`config.mk`:
```
export PLATFORM = sky130hd
export DESIGN_NAME = adfpc_ctrl
export DESIGN_NICKNAME = d
export VERILOG_FILES = /design/src/verilog/adfpc_pkg.sv /design/src/verilog/adfpc_timer.sv /design/src/verilog/adfpc_ctrl.sv
export SDC_FILE = /design/constraint.sdc
export NUM_CORES = 1
export LEC_CHECK = 0
export ABC_AREA = 1
export BUFFER_PORTS_ARGS = -buffer_cell sky130_fd_sc_hd__buf_4
export CAP_MARGIN = 10
export CORE_MARGIN = 3
export CORE_UTILIZATION = 55
export DETAILED_ROUTE_END_ITERATION = 10
export MAX_ROUTING_LAYER = met4
export PLACE_DENSITY = 0.77
export SLEW_MARGIN = 20
export SYNTH_ARGS = -nofsm -noshare
export SYNTH_HDL_FRONTEND = slang
export SYNTH_HIERARCHICAL = 1
export SYNTH_SLANG_ARGS = --single-unit
```
`constraint.sdc`:
```
create_clock -name mclk_i -period 3.4 [get_ports mclk_i]
set_clock_uncertainty 0.05 [all_clocks]
set_input_delay 0.68 -clock mclk_i [delete_from_list [all_inputs] [get_ports mclk_i]]
set_output_delay 0.68 -clock mclk_i [all_outputs]
set_load 0.02 [all_outputs]
```
`src/verilog/adfpc_pkg.sv`:
```
// package for the asynchronous dram fast page controller
package adfpc_pkg;

	localparam int CLK_PERIOD_NS = 10;

	// timing figures in ns, power-up in us, refresh in ms (slower grade)
	localparam int T_ROW_PRECHARGE_NS   = 70;
	localparam int T_ROW_PULSE_NS       = 100;
	localparam int T_ROW_TO_COLUMN_NS   = 25;
	localparam int T_ROW_ADDR_HOLD_NS   = 15;
	localparam int T_COL_PULSE_NS       = 25;
	localparam int T_COL_PRECHARGE_NS   = 10;
	localparam int T_ROW_ACCESS_NS      = 100;
	localparam int T_COL_ACCESS_NS      = 25;
	localparam int T_COLUMN_SETUP_NS    = 10;
	localparam int T_COLUMN_HOLD_NS     = 30;
	localparam int T_ROW_TO_STORE_NS    = 100;
	localparam int T_COL_TO_STORE_NS    = 25;
	localparam int T_STORE_PULSE_NS     = 20;
	localparam int T_TEST_SETUP_NS      = 10;
	localparam int T_POWERUP_US         = 200;
	localparam int T_REFRESH_MS         = 16;
	localparam int REFRESH_ROWS         = 1024;
	localparam int INIT_REFRESHES       = 8;

	function automatic int cyc_min(input int ns);
		int c;
		c = (ns + CLK_PERIOD_NS - 1) / CLK_PERIOD_NS;
		return (c < 1) ? 1 : c;
	endfunction

	function automatic int cyc_max(input int ns);
		int c;
		c = ns / CLK_PERIOD_NS;
		return (c < 1) ? 1 : c;
	endfunction

	localparam int C_ROW_PRECHARGE = cyc_min(T_ROW_PRECHARGE_NS);
	localparam int C_ROW_PULSE     = cyc_min(T_ROW_PULSE_NS);
	localparam int C_ROW_TO_COL    = cyc_min(T_ROW_TO_COLUMN_NS);
	localparam int C_ROW_HOLD      = cyc_min(T_ROW_ADDR_HOLD_NS);
	localparam int C_COL_PULSE     = cyc_min(T_COL_PULSE_NS);
	localparam int C_COL_PRECHARGE = cyc_min(T_COL_PRECHARGE_NS);
	localparam int C_ROW_ACCESS    = cyc_min(T_ROW_ACCESS_NS);
	localparam int C_COL_ACCESS    = cyc_min(T_COL_ACCESS_NS);
	localparam int C_COLUMN_SETUP  = cyc_min(T_COLUMN_SETUP_NS);
	localparam int C_COLUMN_HOLD   = cyc_min(T_COLUMN_HOLD_NS);
	localparam int C_ROW_TO_STORE  = cyc_min(T_ROW_TO_STORE_NS);
	localparam int C_COL_TO_STORE  = cyc_min(T_COL_TO_STORE_NS);
	localparam int C_STORE_PULSE   = cyc_min(T_STORE_PULSE_NS);
	localparam int C_TEST_SETUP    = cyc_min(T_TEST_SETUP_NS);
	localparam int C_POWERUP_DEF   = T_POWERUP_US * 1000 / CLK_PERIOD_NS;
	localparam int C_REF_INTERVAL_DEF = (T_REFRESH_MS * 1000000 / CLK_PERIOD_NS) / REFRESH_ROWS;

	localparam int ADDR_W  = 11;
	localparam int CELL_W  = 22;
	localparam int PAGE_COLS = 2048;
	localparam int TIMER_W = 16;

	typedef enum logic [2:0] {
		ADFPC_OP_READ,
		ADFPC_OP_WRITE,
		ADFPC_OP_RMW,
		ADFPC_OP_TEST_IN,
		ADFPC_OP_TEST_OUT
	} adfpc_op_t;

	typedef struct packed {
		adfpc_op_t          op;
		logic [CELL_W-1:0]  addr;
		logic               wdata;
		logic               page_keep;
	} adfpc_req_t;

	typedef struct packed {
		logic               row_strobe_n;
		logic               col_strobe_n;
		logic               store_n;
		logic [ADDR_W-1:0]  addr;
		logic               input_bit;
	} adfpc_pins_t;

endpackage : adfpc_pkg

```
`src/verilog/adfpc_timer.sv`:
```
// down counter used for the strobe delays except the row strobe low time
`timescale 1ns/1ps
`default_nettype none
module adfpc_timer (
	input  wire logic                           mclk_i,  // clock
	input  wire logic                           rst_b_i, // async reset
	input  wire logic                           load_i,  // load count
	input  wire logic [adfpc_pkg::TIMER_W-1:0]  value_i, // cycles to wait
	output logic                                done_o   // count exhausted
);
	import adfpc_pkg::*;

	logic [TIMER_W-1:0] cnt_r;
	logic [TIMER_W-1:0] cnt_nxt;

	always_comb begin
		cnt_nxt = cnt_r;
		if (load_i) begin
			cnt_nxt = value_i;
		end else if (cnt_r != '0) begin
			cnt_nxt = cnt_r - 1'b1;
		end
	end

	always_ff @(posedge mclk_i or negedge rst_b_i) begin
		if (!rst_b_i) begin
			cnt_r <= '0;
		end else begin
			cnt_r <= cnt_nxt;
		end
	end

	// no load term: callers load on done, which would loop
	assign done_o = (cnt_r == '0);
endmodule // adfpc_timer
`default_nettype wire

```
`src/verilog/adfpc_ctrl.sv`:
```
// controller that drives a 4M x 1 asynchronous dram over its strobes
`timescale 1ns/1ps
`default_nettype none
module adfpc_ctrl #(
	parameter int POWERUP_CYC = adfpc_pkg::C_POWERUP_DEF,     // power-up pause
	parameter int REF_INTERVAL = adfpc_pkg::C_REF_INTERVAL_DEF // refresh spacing
) (
	input  wire logic                 mclk_i,      // clock
	input  wire logic                 rst_b_i,     // async reset
	input  wire adfpc_pkg::adfpc_req_t req_i,      // request
	input  wire logic                 req_valid_i, // request valid
	output logic                      req_ready_o, // request taken
	output logic                      rsp_valid_o, // read data pulse
	output logic                      rsp_data_o,  // read data
	output logic                      init_done_o, // init finished
	output logic                      test_mode_o, // device in test mode
	output adfpc_pkg::adfpc_pins_t    pins_o,      // strobes, address, data
	input  wire logic                 output_bit_i // device data out
);
	import adfpc_pkg::*;

	typedef enum logic [3:0] {
		S_POWERUP, S_IDLE, S_ROW, S_COL_SETUP, S_COL, S_STORE, S_COL_END,
		S_PAGE_WAIT, S_ROW_END, S_PRECHARGE, S_CBR_SETUP, S_CBR_ROW, S_CBR_END
	} adfpc_state_t;

	adfpc_state_t      st_r, st_nxt;
	adfpc_pins_t       pin_r, pin_nxt;
	adfpc_req_t        cur_r, cur_nxt;
	logic              rsp_v_r, rsp_v_nxt;
	logic              rsp_d_r, rsp_d_nxt;
	logic [3:0]        init_cnt_r, init_cnt_nxt;
	logic              test_r, test_nxt;
	logic              cbr_test_r, cbr_test_nxt;
	logic [TIMER_W-1:0] row_age_r, row_age_nxt;
	logic [31:0]       ref_cnt_r, ref_cnt_nxt;
	logic              ref_due_r, ref_due_nxt;
	logic              tload;
	logic [TIMER_W-1:0] tval;
	logic              tdone;
	logic              pu_seen_r;

	adfpc_timer u_timer (
		.mclk_i  (mclk_i),
		.rst_b_i (rst_b_i),
		.load_i  (tload),
		.value_i (tval),
		.done_o  (tdone)
	);

	function automatic logic [TIMER_W-1:0] tc(input int c);
		return TIMER_W'(c);
	endfunction

	function automatic logic is_read(input adfpc_op_t op);
		return (op == ADFPC_OP_READ) || (op == ADFPC_OP_TEST_OUT);
	endfunction

	always_comb begin
		ref_cnt_nxt = ref_cnt_r + 32'h0000_0001;
		ref_due_nxt = ref_due_r;
		if (ref_cnt_r >= 32'(REF_INTERVAL - 1)) begin
			ref_cnt_nxt = '0;
			ref_due_nxt = 1'b1;
		end
		// set wins over clear
		if (st_r == S_CBR_END && tdone && !(ref_cnt_r >= 32'(REF_INTERVAL - 1))) begin
			ref_due_nxt = 1'b0;
		end
	end

	always_comb begin
		st_nxt       = st_r;
		pin_nxt      = pin_r;
		cur_nxt      = cur_r;
		rsp_v_nxt    = 1'b0;
		rsp_d_nxt    = rsp_d_r;
		init_cnt_nxt = init_cnt_r;
		test_nxt     = test_r;
		cbr_test_nxt = cbr_test_r;
		row_age_nxt  = (row_age_r == '1) ? row_age_r : row_age_r + 1'b1;
		tload        = 1'b0;
		tval         = '0;
		req_ready_o  = 1'b0;
		unique case (st_r)
			S_POWERUP: if (!pu_seen_r) begin
				tload = 1'b1;
				tval  = tc(POWERUP_CYC);
			end else if (tdone) begin
				st_nxt = S_PRECHARGE;
				tload  = 1'b1;
				tval   = tc(C_ROW_PRECHARGE);
			end
			S_IDLE: begin
				if (ref_due_r || init_cnt_r != 4'(INIT_REFRESHES)) begin
					pin_nxt.col_strobe_n = 1'b0;
					pin_nxt.store_n      = 1'b1;
					cbr_test_nxt         = 1'b0;
					st_nxt = S_CBR_SETUP;
					tload  = 1'b1;
					tval   = tc(C_COLUMN_SETUP);
				end else if (req_valid_i) begin
					req_ready_o = 1'b1;
					cur_nxt     = req_i;
					if (req_i.op == ADFPC_OP_TEST_IN) begin
						pin_nxt.col_strobe_n = 1'b0;
						pin_nxt.store_n      = 1'b0;
						cbr_test_nxt         = 1'b1;
						st_nxt = S_CBR_SETUP;
						tload  = 1'b1;
						tval   = tc(C_COLUMN_SETUP > C_TEST_SETUP ? C_COLUMN_SETUP : C_TEST_SETUP);
					end else begin
						pin_nxt.addr         = req_i.addr[CELL_W-1:ADDR_W];
						pin_nxt.row_strobe_n = 1'b0;
						row_age_nxt = '0;
						st_nxt = S_ROW;
						tload  = 1'b1;
						tval   = tc(C_ROW_TO_COL > C_ROW_HOLD ? C_ROW_TO_COL : C_ROW_HOLD);
					end
				end
			end
			S_ROW: if (tdone) begin
				pin_nxt.addr = cur_r.addr[ADDR_W-1:0];
				pin_nxt.store_n = !(cur_r.op == ADFPC_OP_WRITE);
				pin_nxt.input_bit = cur_r.wdata;
				st_nxt = S_COL_SETUP;
			end
			S_COL_SETUP: begin
				pin_nxt.col_strobe_n = 1'b0;
				st_nxt = S_COL;
				tload  = 1'b1;
				tval = tc(C_COL_ACCESS > (C_ROW_ACCESS - int'(row_age_r)) ?
					C_COL_ACCESS : C_ROW_ACCESS - int'(row_age_r));
			end
			S_COL: if (tdone) begin
				if (is_read(cur_r.op) || cur_r.op == ADFPC_OP_RMW) begin
					rsp_v_nxt = is_read(cur_r.op) || cur_r.op == ADFPC_OP_RMW;
					rsp_d_nxt = output_bit_i;
				end
				if (cur_r.op == ADFPC_OP_RMW) begin
					pin_nxt.store_n = 1'b0;
					st_nxt = S_STORE;
					tload  = 1'b1;
					tval   = tc(C_STORE_PULSE);
				end else begin
					st_nxt = S_COL_END;
				end
			end
			S_STORE: if (tdone) begin
				pin_nxt.store_n = 1'b1;
				st_nxt = S_COL_END;
			end
			S_COL_END: begin
				pin_nxt.col_strobe_n = 1'b1;
				pin_nxt.store_n      = 1'b1;
				st_nxt = S_PAGE_WAIT;
				tload  = 1'b1;
				tval   = tc(C_COL_PRECHARGE);
			end
			S_PAGE_WAIT: if (tdone) begin
				if (cur_r.page_keep && req_valid_i && req_i.op != ADFPC_OP_TEST_IN &&
					req_i.addr[CELL_W-1:ADDR_W] == cur_r.addr[CELL_W-1:ADDR_W] && !ref_due_r) begin
					req_ready_o = 1'b1;
					cur_nxt     = req_i;
					pin_nxt.addr      = req_i.addr[ADDR_W-1:0];
					pin_nxt.store_n   = !(req_i.op == ADFPC_OP_WRITE);
					pin_nxt.input_bit = req_i.wdata;
					st_nxt = S_COL_SETUP;
				end else begin
					st_nxt = S_ROW_END;
				end
			end
			S_ROW_END: begin
				if (row_age_r >= tc(C_ROW_PULSE)) begin
					pin_nxt.row_strobe_n = 1'b1;
					st_nxt = S_PRECHARGE;
					tload  = 1'b1;
					tval   = tc(C_ROW_PRECHARGE);
				end
			end
			S_PRECHARGE: if (tdone) begin
				st_nxt = S_IDLE;
			end
			S_CBR_SETUP: if (tdone) begin
				pin_nxt.row_strobe_n = 1'b0;
				row_age_nxt = '0;
				st_nxt = S_CBR_ROW;
				tload  = 1'b1;
				tval   = tc(C_COLUMN_HOLD);
			end
			S_CBR_ROW: begin
				if (tdone) begin
					pin_nxt.col_strobe_n = 1'b1;
					pin_nxt.store_n      = 1'b1;
				end
				if (tdone || pin_r.col_strobe_n) begin
					st_nxt = S_CBR_END;
				end
			end
			S_CBR_END: begin
				if (row_age_r >= tc(C_ROW_PULSE)) begin
					pin_nxt.row_strobe_n = 1'b1;
					test_nxt = cbr_test_r;
					if (init_cnt_r != 4'(INIT_REFRESHES) && !cbr_test_r) begin
						init_cnt_nxt = init_cnt_r + 4'h1;
					end
					st_nxt = S_PRECHARGE;
					tload  = 1'b1;
					tval   = tc(C_ROW_PRECHARGE);
				end
			end
		endcase
	end

	always_ff @(posedge mclk_i or negedge rst_b_i) begin
		if (!rst_b_i) begin
			st_r       <= S_POWERUP;
			pin_r      <= '{row_strobe_n: 1'b1, col_strobe_n: 1'b1, store_n: 1'b1, addr: '0, input_bit: 1'b0};
			cur_r      <= '0;
			rsp_v_r    <= 1'b0;
			rsp_d_r    <= 1'b0;
			init_cnt_r <= 4'h0;
			test_r     <= 1'b0;
			cbr_test_r <= 1'b0;
			row_age_r  <= '0;
			ref_cnt_r  <= '0;
			ref_due_r  <= 1'b0;
		end else begin
			st_r       <= st_nxt;
			pin_r      <= pin_nxt;
			cur_r      <= cur_nxt;
			rsp_v_r    <= rsp_v_nxt;
			rsp_d_r    <= rsp_d_nxt;
			init_cnt_r <= init_cnt_nxt;
			test_r     <= test_nxt;
			cbr_test_r <= cbr_test_nxt;
			row_age_r  <= row_age_nxt;
			ref_cnt_r  <= ref_cnt_nxt;
			ref_due_r  <= ref_due_nxt;
		end
	end

	// power-up timer load on first cycle after reset
	always_ff @(posedge mclk_i or negedge rst_b_i) begin
		if (!rst_b_i) begin
			pu_seen_r <= 1'b0;
		end else begin
			pu_seen_r <= 1'b1;
		end
	end

	assign pins_o      = pin_r;
	assign rsp_valid_o = rsp_v_r;
	assign rsp_data_o  = rsp_d_r;
	assign init_done_o = (init_cnt_r == 4'(INIT_REFRESHES));
	assign test_mode_o = test_r;
endmodule // adfpc_ctrl
`default_nettype wire

```
== Word-level counts from Yosys, hierarchy flattened ==
Index checks and enable logic that the tools add are counted.
Operators by class
  multiplexer cells: 82
  add/subtract/negate cells: 5
  reduce and logical (&&, ||, !) cells: 43
  magnitude comparators: 3
  equality and inequality tests: 40
Operators with widths (count)
  16-bit 2-to-1 mux: 10
  16-bit case mux with 7 select lines: 1
  27-bit 2-to-1 mux: 4
  4-bit 2-to-1 mux: 14
  27-bit case mux with 2 select lines: 1
  4-bit case mux with 12 select lines: 1
  13-bit 2-to-1 mux: 3
  11-bit case mux with 3 select lines: 1
  32-bit by 1-bit adder with 32-bit output (second input constant): 1
  32-bit by 11-bit greater-or-equal comparator with 1-bit output (second input constant): 1
  32-bit 2-to-1 mux: 1
  16-bit case mux with 2 select lines: 1
  2-bit != test (second input constant): 15
  1-bit 2-to-1 mux: 25
  4-bit equality test (second input constant): 6
  11-bit 2-to-1 mux: 2
  3-bit by 17-bit greater-than comparator with 1-bit output (first input constant): 1
  4-bit by 16-bit subtractor with 17-bit output (first input constant): 1
  16-bit by 1-bit adder with 16-bit output (second input constant): 1
  16-bit equality test (second input constant): 1
  4-bit by 3-bit equality test with 1-bit output (second input constant): 4
  16-bit by 4-bit greater-or-equal comparator with 1-bit output (second input constant): 1
  16-bit zero test: 1
  2-bit 2-to-1 mux: 8
  39 further kinds: 68
Word-level totals
  output and inout bits: 20
  word-level logic and storage cells: 193
  bits in registers: 120

== Longest topological paths before layout ==
Gate-level depths: netlist of the first run.
  depth after elaboration: 7
  gate-level depth with buffers: 18

== By module ==
Netlist of the first run, hierarchy kept.
By module, submodules not included
  adfpc_ctrl: sequential area each 2606.2 um2, cells each 711, area each 5560.3 um2, instances 1
  adfpc_timer: sequential area each 400.4 um2, cells each 168, area each 1133.6 um2, instances 1

== Least setup slack after synthesis of the first run ==
No wires, ideal clock.
  path type: input to output
  from: input req_i[26] (netlist bit)
  to: output req_ready_o
  setup slack: 834 ps
  buffers on the path: 1
  arrival time: 1836 ps
  cell stages on the path: 9
  path through: inv_1 > nand3_1 > nand4_1 > nor4_1 > nand3_1 > nand2_2 > nand2_2 > buf_2 > inv_2
Between the ends
  word-level cells in the longest chain between the ends: 7
Ends and longest elaborated chain
  start: declaration: line adfpc_ctrl.sv:10  | input wire adfpc_pkg::adfpc_req_t req_i,
  3-bit by 2-bit != test with 1-bit output: line adfpc_ctrl.sv:161  | if (cur_r.page_keep && req_valid_i && req_i.op != ADFPC_OP_TEST_IN &&
  1-bit logical AND (2 in series): line adfpc_ctrl.sv:161
  1-bit logical AND: line adfpc_ctrl.sv:162  | req_i.addr[CELL_W-1:ADDR_W] == cur_r.addr[CELL_W-1:ADDR_W] && !ref_due_r) begin
  1-bit 2-to-1 mux: line adfpc_ctrl.sv:161
  1-bit 2-to-1 mux: line adfpc_ctrl.sv:160  | S_PAGE_WAIT: if (tdone) begin
  1-bit case mux with 2 select lines: line adfpc_ctrl.sv:85  | unique case (st_r)
  end: declaration: line adfpc_ctrl.sv:12  | output logic req_ready_o,
No other way between the ends.

== Worst setup path in the final report of the first run ==
  from: register u_timer.cnt_r[0]
  to: output req_ready_o
Between the ends
  word-level cells in the longest chain between the ends: 3
Ends and longest elaborated chain
  start: declaration: line adfpc_timer.sv:13  | logic [TIMER_W-1:0] cnt_r;
  start signal: assignment: line adfpc_timer.sv:29  | cnt_r <= cnt_nxt;
  16-bit zero test: line adfpc_timer.sv:34  | assign done_o = (cnt_r == '0);
  net tdone: line adfpc_ctrl.sv:40  | logic tdone;
  1-bit 2-to-1 mux: line adfpc_ctrl.sv:160
  1-bit case mux with 2 select lines: line adfpc_ctrl.sv:85
The timed path passes the listed nets, and every way through them passes these cells.

==> results by group, run 1 <==
Power and ir drop
  • Power, Total: 6.57 mW
  • Sequential share of power: 0.290
  • Internal: 3.99 mW
  • Gate power share: 0.402
  • Switching Power: 2.58 mW
  • Leak Pwr: 4.18 nW
  • Sw frac: 0.393
  • VDD IR max: 0.510 mV
  • Clock share of power: 0.309
  • PwrDens: 824 nW/µm²

Synthesis
  • Area leader, netlist: dfrtp_1
  • Post-synth ARST share: 1.00
  • Post-synth EDFFs: 0
  • Synth warnings: 6
  • Synthesized area: 6690 µm²
  • Main flop type after synthesis: dfrtp_1
  • Syn_area_per_cell: 7.62 µm²
  • Synth Register Bits: 120
  • Synth cell types: 49
  • Sequential share of the synthesized area: 0.449
  • Area contributors post-synth: dfrtp_1 (44%), nand2_1 (14%), inv_1 (5.6%), nor2_1 (5.4%), nand3_1 (5.2%)
  • Synth Instances: 879
  • Share of the synthesized area in the top cell type: 0.437

Floorplanning
  • Initial Util: 0.574
  • Die Width: 116 µm
  • Row count: 39
  • Core region area: 11700 µm²
  • Total Die Area: 13500 µm²
  • Chip height: 116 µm
  • I/O pin count: 51

Finish
  • Fillers: 967
  • Commonest non-fill, non-tap cell in the layout: nand2_1
  • Layout overhead on the synthesized area: 19.1%
  • Layout cells sized above 1: 0.150
  • Layout Nets: 1004
  • Most frequent cells in the layout: nand2_1 (249), dfrtp_1 (117), inv_1 (100), nor2_1 (96), nand3_1 (69)
  • Final core utilization: 0.684
  • Post-route cell area: 7970 µm²
  • Non-filler instance count after layout: 1119
  • Ant. Diodes: 0

Worst setup path
  • Crit path arrival time: 2.45 ns
  • Reg2Reg Depth: 14
  • Worst R2R End: u_timer/cnt_r[12]
  • Crit path largest cell delay: 0.37 ns
  • Worst Setup SP: u_timer/cnt_r[0]
  • Crit path cell chain: inv_1 > ha_1 > nand2_2 > nor2_2 > nand3_1 > nor3_1 > buf_4 > nor2_1 > inv_1 > nand2_2 > inv_2 > buf_4
  • Reg2reg setup slack: 0.45 ns
  • Slowest cell on crit path: dfrtp_1
  • Required time worst endpoint: 2.67 ns
  • WP buf/inv: 5
  • Worst r2r src: u_timer/cnt_r[0]
  • Crit path capture type: primary output
  • Critical path startpoint category: flip-flop
  • Critical path fanouts, max: 7
  • Setup CP Type: flip-flop to primary output
  • Cell family with most CP delay: simple AND/OR/NAND/NOR gates

GRT
  • Vias in the first global route: 5523
  • Global route total overflow: 0
  • Initial antenna violation count: 0
  • Largest net degree at the start of global routing: 55
  • First-pass GRT wire length: 26.5 mm
  • Total Routing Usage GR: 0.256

STA
  • Pins Over Slew Limit: 0
  • Tmin final: 3.18 ns
  • Final hold vios: 0
  • TNS Setup: 0 ns
  • Max-Slew Margin vs Limit: 0.489
  • Unrepaired setup endpoints after global routing: false
  • Final setup viols: 0
  • Max Clk Rate: 315 MHz
  • Period utilization: 0.935
  • Worst Max-Slew Pin Slew: 0.759 ns

Detailed routing
  • Final ANT Viol Nets: 0
  • Detailed-route vias per instance: 5.34
  • Drt pass-1 iters: 6
  • WL final: 15.9 mm
  • Initial DRC Count: 685
  • Vias post-DR: 5978
  • Wirelength per Cell: 14.2 µm
  • DRC: 0

Status
  • Status: completed

CTS
  • CTS resizes: 0
  • CTS Buffer Depth: 2
  • CTS tree: done
  • Setup Fix Bufs, Post-CTS: 0
  • Clock Tree Root: clkbuf_16
  • Worst skew pair latency: 0.41 ns
  • Sink Count: 120
  • CTS Buf Count: 17
  • Reg clk slew, reported paths: 0.05 ns
  • Htree depth: 4
  • Cts hold-fix bufs: 0

Placed design
  • # port buffers: 50
  • DP HPWL: 11.2 mm
  • Cells after DPL: 1089
  • Final Wtd Congestion: 0.940
  • Placed instance area: 7310 µm²

Worst hold path
  • Hold Path Class: primary input to async pin

Run
  • Number of max-cap violations: 0
-- through the flow --
step	hold slack [ns]	setup WS, ns
floorplan	0.334	0.834
global placement	0.405	0.600
detailed placement	0.414	0.521
CTS	0.265	0.209
global route	0.293	0.0505
finish	0.249	0.223
-- worst max path at each step --
stage / endpoint / slack, ns / cells past startpoint
final: req_ready_o / 0.22 / 12
after global routing: req_ready_o / 0.05 / 12
after CTS: req_ready_o / 0.21 / 12
after detailed placement: u_timer/cnt_r[12] / 0.52 / 14
after global placement: req_ready_o / 0.60 / 9
after floorplan: req_ready_o / 0.83 / 9
-- power groups by stage --
stage	logic (mW)	registers (mW)	clock network (mW)
final	2.64	1.91	2.03
after floorplan	1.91	1.96	0
after global routing	2.98	1.93	2.14
after global placement	2.55	1.92	0
after CTS	2.61	1.90	2.06
after detailed placement	2.57	1.92	0
-- routing by layer --
layer  routed length, µm  track usage
met1                7290        0.351
met2                7420        0.375
met3                 967       0.0642
met4                 214       0.0820
met5                   0            -
-- cell type report --
cell class | count | area (µm²) | share of cell area
tap | 143 | 179 | 0.0224
multi-input combinational | 660 | 3270 | 0.410
clock buffer | 21 | 470 | 0.0590
clock inverter | 9 | 195 | 0.0245
sequential | 120 | 3010 | 0.377
inverter | 107 | 409 | 0.0513
timing repair buffer | 59 | 443 | 0.0555
-- kinds of logic (layout without fill, tap and decap cells) --
group	after synthesis	count (layout)	synth area share
other	2	26	0.00112
AOI/OAI and AO/OA	112	112	0.104
adders and majority gates	8	8	0.0150
DFF	120	120	0.449
muxes	1	1	0.00168
xor gates and xnor gates	21	21	0.0275
buffers and inverters	123	196	0.0757
and+or+nand+nor	492	492	0.326
-- synth_stat cells (6+ instances only) --
library cell,count
buf_2,9
nor2_1,96
a221oi_1,10
nor3_1,17
nor4_1,9
inv_1,100
a21oi_1,26
nor2_2,13
o21ai_2,12
xor2_1,8
xnor2_1,13
ha_1,8
o21ai_1,8
dfrtp_1,117
nand2_2,6
o21ai_0,37
nand2_1,249
nand3_1,69
nand4_1,12
-- flip-flops by register name, indices dropped and copies added, names as in the netlist --
register / count
ref_cnt_r: 32
rsp_data_o: 1
pu_seen_r: 1
init_cnt_r: 4
u_timer/cnt_r: 16
cbr_test_r: 1
st_r: 4
row_age_r: 16
rsp_valid_o: 1
ref_due_r: 1
cur_r: 27
pins_o: 15
test_mode_o: 1
(Power assumes the default switching activity.)
==> run 2, diff against run 1 <==
CAP_MARGIN = 5   (was 10)
SYNTH_HIERARCHICAL = default   (was 1)
==> run 2 against run 1 <==
Net effect: count of clock-buffer cells in the layout shrank 2; total power down 49%; cell count decreased by 1.7%; routed wire length down 5.8%; sequential cell count did not move; sequential power is 24% lower; core utilization fell by 0.76 points; largest power group is now clock; highest routed layer unchanged.
==> results by group, run 2 <==
Detailed routing
  • Met2 wire length: 7.09 mm
  • Detailed-route vias per instance: 5.27
  • Initial DRC Count: 447
  • Metal-1 WL: 6.77 mm
  • Drt pass-1 iters: 5
  • Top layer in use: met4
  • DRC: 0
  • Wirelength per Cell: 13.6 µm
  • WL final: 15.0 mm
  • Total length of routed met3 wires: 720 µm
  • Vias post-DR: 5797
  • Final ANT Viol Nets: 0

CTS
  • Htree depth: 4
  • CTS Buffer Depth: 2
  • CTS Buf Count: 17
  • Reg clk slew, reported paths: 0.05 ns
  • Cts hold-fix bufs: 0
  • CTS resizes: 0
  • Sink Count: 120
  • Clock Tree Root: clkbuf_16
  • Worst skew pair latency: 0.42 ns
  • CTS tree: done
  • Setup Fix Bufs, Post-CTS: 0

Synthesis
  • Sequential share of the synthesized area: 0.451
  • Count leader, synth: nand2_1
  • Post-synth EDFFs: 0
  • Area contributors post-synth: dfrtp_1 (44%), nand2_1 (13%), inv_1 (6.7%), nor2_1 (5.8%), nand3_1 (3.6%)
  • Post-synth ARST share: 1.00
  • Synthesized area: 6660 µm²
  • Share of the synthesized area in the top cell type: 0.439
  • Main flop type after synthesis: dfrtp_1
  • Synth Register Bits: 120
  • Synth warnings: 0
  • Synth top cells by count: nand2_1 (229), inv_1 (119), dfrtp_1 (117)
  • Synth cell types: 51
  • Synth Instances: 866
  • Syn_area_per_cell: 7.70 µm²
  • Area leader, netlist: dfrtp_1

Power and ir drop
  • VDD IR max: 0.395 mV
  • Leak Pwr: 3.99 nW
  • PwrDens: 424 nW/µm²

STA
  • Unrepaired setup endpoints after global routing: false
  • Period utilization: 0.832
  • Final hold vios: 0
  • Final setup viols: 0
  • Pins Over Slew Limit: 0
  • Tmin final: 2.83 ns
  • Max-Slew Margin vs Limit: 0.519
  • TNS Setup: 0 ns
  • Max Clk Rate: 353 MHz
  • Worst Max-Slew Pin Slew: 0.722 ns

Finish
  • Multi-input logic area: 3170 µm²
  • Fillers: 976
  • Commonest non-fill, non-tap cell in the layout: nand2_1
  • Non-filler instance count after layout: 1100
  • Regs by FF count: ref_cnt_r: 32 flops, cur_r: 27 flops
  • Reg area: 3010 µm²
  • Layout overhead on the synthesized area: 17.8%
  • Max reg flops: 32
  • Layout cells sized above 1: 0.145
  • Ant. Diodes: 0
  • Most frequent cells in the layout: nand2_1 (229), inv_1 (119), dfrtp_1 (117), nor2_1 (103), buf_4 (53)
  • Register bank with the most flops: ref_cnt_r
  • Layout Nets: 985

GRT
  • First-pass GRT wire length: 25.4 mm
  • Initial antenna violation count: 0
  • Largest net degree at the start of global routing: 57
  • Total Routing Usage GR: 0.245
  • Global route total overflow: 0
  • Vias in the first global route: 5497

Worst setup path
  • Critical path fanouts, max: 6
  • Critical path startpoint category: flip-flop
  • Worst R2R End: u_timer.cnt_r[1]
  • Setup CP Type: flip-flop to primary output
  • Required time worst endpoint: 2.67 ns
  • Worst r2r src: u_timer.cnt_r[0]
  • Reg2Reg Depth: 13
  • Crit path capture type: primary output
  • Crit path arrival time: 2.10 ns
  • Reg2reg setup slack: 1.01 ns

Placed design
  • Final Wtd Congestion: 0.971
  • # port buffers: 50
  • Cells after DPL: 1070
  • DP HPWL: 10.9 mm

Floorplanning
  • Core region area: 11600 µm²
  • I/O pin count: 51
  • Row count: 39
  • Die Width: 116 µm
  • Total Die Area: 13500 µm²
  • Initial Util: 0.574
  • Chip height: 116 µm

Worst hold path
  • Hold Path Class: primary input to async pin

Run
  • Number of max-cap violations: 0

Status
  • Status: completed
run 2: cell count changes in the layout (fill, tap and decap cells not counted), sizes merged, moves of 6 or more:
cell    previous run  this run
a21oi             27        20
nand4             12        19
xor2               8        14
o21ai             57        48
nand2            255       237
o211ai             2         8
inv              106       130
nand3             73        54
run 2: final cells by class:
class	count	area share
repair buffers	54	0.0532
flip-flops and latches	120	0.383
clock buffers	19	0.0564
well taps	143	0.0228
multi-input cells	623	0.403
inverters	130	0.0621
clock inverters	11	0.0193
run 2: report_power, final:
part | internal, mW | total [mW] | switching (mW)
clock network | 1.16 | 1.79 | 0.630
logic | 0.0360 | 0.0915 | 0.0555
registers | 1.44 | 1.45 | 0.00355
run 2: cells by family (layout without fill, tap and decap cells):
| group | Yosys count | count (layout) | synth area share |
|---|---|---|---|
| flops | 120 | 120 | 0.451 |
| buf+inv | 143 | 214 | 0.0849 |
| xor+xnor | 22 | 22 | 0.0289 |
| other cells | 2 | 22 | 0.00113 |
| compound gates | 102 | 102 | 0.0946 |
| fa+ha+maj | 8 | 8 | 0.0150 |
| simple gates | 468 | 468 | 0.323 |
| mux | 1 | 1 | 0.00169 |
run 2: worst max path at each step:
stage | start | slack, ns | cells past startpoint | endpoint
after floorplan | req_i[17] | 0.82 | 9 | req_ready_o
after global placement | req_i[17] | 0.70 | 10 | req_ready_o
after detailed placement | req_i[17] | 0.67 | 10 | req_ready_o
after CTS | u_timer.cnt_r[0] | 0.56 | 9 | req_ready_o
after global routing | u_timer.cnt_r[0] | 0.41 | 9 | req_ready_o
final | u_timer.cnt_r[0] | 0.57 | 9 | req_ready_o
run 2: layer usage:
layer  GRT usage  vias to the layer above
met5           -                        -
met4      0.0967                        0
met3      0.0564                       35
met2       0.376                      157
met1       0.318                     2682
li1            -                     2923
run 2: metrics by stage:
step	instance area (µm²)	power (mW)	setup slack, ns	utilization	hold slack [ns]
6_report	7850	3.33	0.570	0.676	0.262
4_1_cts	7850	3.36	0.559	0.676	0.286
5_1_grt	7850	3.45	0.410	0.676	0.315
3_5_place_dp	7260	1.56	0.668	0.625	0.410
2_1_floorplan	6740	1.49	0.819	-	0.334
3_3_place_gp	7260	1.56	0.697	0.625	0.407
run 2: worst max-delay path, stage by stage, from the launching register on:
cell     delay [ns]
dfrtp_1        0.36
inv_1          0.15
ha_1           0.26
nand3_2        0.15
nor2_2         0.18
nand2_2        0.16
nand2_1        0.11
nand2_1        0.07
inv_1          0.08
buf_4          0.14
==> run 3, diff against run 2 <==
clock period = 2.67 ns   (was 3.4 ns; I/O delays follow)
==> run 3 against run 2 <==
Net effect: register-to-register slack worse by 0.60 ns; via count hardly changed; routed wire length is 2.2% higher; first-iteration DRC count is 2.2% lower; sequential cell count stayed put; combinational power is 30% higher; critical path type unchanged; critical endpoint unchanged; largest cell class unchanged.
==> results by group, run 3 (same netlist as run 2, synthesis figures left out) <==
Status
  • Status: completed

STA
  • Max Clk Rate: 395 MHz
  • Final hold vios: 0
  • Worst Max-Slew Pin Slew: 0.646 ns
  • Unrepaired setup endpoints after global routing: false
  • Max-Slew Margin vs Limit: 0.566
  • TNS Setup: 0 ns
  • Final setup viols: 0
  • Pins Over Slew Limit: 0
  • Period utilization: 0.948
  • Tmin final: 2.53 ns
  • Final Worst Setup Slack: 0.140 ns

Worst setup path
  • Worst r2r src: st_r[1]
  • Critical path startpoint category: flip-flop
  • Critical path fanouts, max: 6
  • Crit path arrival time: 1.95 ns
  • Crit path capture type: primary output
  • Slowest cell on crit path: dfrtp_1
  • Most used cell, CP: nand2_1
  • Worst R2R End: pins_o[3]
  • Reg2Reg Depth: 9
  • Crit path cell chain: inv_2 > ha_2 > nand3_4 > nor2_4 > nand2_2 > nand2_1 > nand2_1 > inv_1 > buf_4
  • Cell family with most CP delay: simple AND/OR/NAND/NOR gates
  • Crit path largest cell delay: 0.37 ns
  • Setup CP Type: flip-flop to primary output
  • Required time worst endpoint: 2.09 ns
  • WP buf/inv: 3
  • Reg2reg setup slack: 0.41 ns

Floorplanning
  • Total Die Area: 13500 µm²
  • Chip height: 116 µm
  • Die Width: 116 µm
  • I/O pin count: 51
  • Core region area: 11600 µm²
  • Initial Util: 0.574
  • Row count: 39

Run
  • Number of max-cap violations: 0

Finish
  • Regs by FF count: ref_cnt_r: 32 flops, cur_r: 27 flops
  • Register bank with the most flops: ref_cnt_r
  • Ant. Diodes: 0
  • Final core utilization: 0.680
  • Commonest non-fill, non-tap cell in the layout: nand2_1
  • Most frequent cells in the layout: nand2_1 (229), inv_1 (118), dfrtp_1 (117), nor2_1 (102), buf_4 (56)
  • Layout cells sized above 1: 0.153
  • Layout overhead on the synthesized area: 18.4%
  • Layout Nets: 988
  • Max reg flops: 32

Placed design
  • # port buffers: 50
  • DP HPWL: 11.2 mm
  • Final Wtd Congestion: 1.03
  • DP Worst Slack: 0.371 ns

Detailed routing
  • Initial DRC Count: 437
  • Drt pass-1 iters: 6
  • Detailed-route vias per instance: 5.25
  • Final ANT Viol Nets: 0
  • Wirelength per Cell: 13.8 µm
  • WL final: 15.3 mm
  • DRC: 0
  • Vias post-DR: 5802

CTS
  • CTS Buffer Depth: 2
  • Sink Count: 120
  • Worst skew pair latency: 0.42 ns
  • CTS Buf Count: 17
  • Reg clk slew, reported paths: 0.06 ns
  • Htree depth: 4
  • Setup Fix Bufs, Post-CTS: 0
  • Clock Tree Root: clkbuf_16
  • CTS tree: done

GRT
  • First-pass GRT wire length: 25.6 mm
  • Initial antenna violation count: 0
  • Largest net degree at the start of global routing: 51
  • Vias in the first global route: 5533
  • Global route total overflow: 0
  • Total Routing Usage GR: 0.250

Power and ir drop
  • Leak Pwr: 4.01 nW
  • VDD IR max: 0.414 mV
  • Power, Total: 4.23 mW
  • PwrDens: 535 nW/µm²

Worst hold path
  • Hold Path Class: primary input to async pin
## run 3: worst max path at each step
| stage | start | endpoint | slack [ns] | depth (start not counted) |
|---|---|---|---|---|
| 2_1_floorplan | req_i[17] | req_ready_o | 0.38 | 9 |
| 3_3_place_gp | req_i[16] | req_ready_o | 0.40 | 11 |
| 3_5_place_dp | req_i[16] | req_ready_o | 0.37 | 11 |
| 4_1_cts | u_timer.cnt_r[0] | req_ready_o | 0.03 | 9 |
| 5_1_grt | st_r[3] | req_ready_o | 0.004 | 8 |
| 6_report | u_timer.cnt_r[0] | req_ready_o | 0.14 | 9 |
## run 3: metal layers
layer	vias to the layer above	track usage	part of all wire
met1	2678	0.330	0.45
met4	0	0.109	0.026
li1	2931	-	-
met2	158	0.377	0.48
met3	35	0.0475	0.044
met5	-	-	0
## run 3: layout make-up
class                           count  area, µm²
Clock buffer                       20        447
Clock inverter                     12        141
Fill cell                        1005       3720
Inverter                          130        488
Multi-Input combinational cell    623       3190
Sequential cell                   120       3010
Tap cell                          143        179
Timing Repair Buffer               57        440
## run 3: power breakdown
part | total, mW | switching, mW | internal (mW)
clock network | 2.26 | 0.853 | 1.41
registers | 1.84 | 0.00483 | 1.84
logic | 0.119 | 0.0725 | 0.0469
## run 3: timing repair
action	in CTS	in global routing
setup endpoints to repair	0	1
resized for setup	0	6
hold buffers	0	0
## run 3: through the flow
stage | std cells | area (µm²) | hold WS [ns]
final | 1105 | 7890 | 0.0178
after CTS | 1105 | 7870 | 0.0175
after floorplan | 886 | 6740 | 0.188
after global placement | 1073 | 7280 | 0.407
after global routing | 1105 | 7890 | 0.0364
after detailed placement | 1073 | 7280 | 0.411
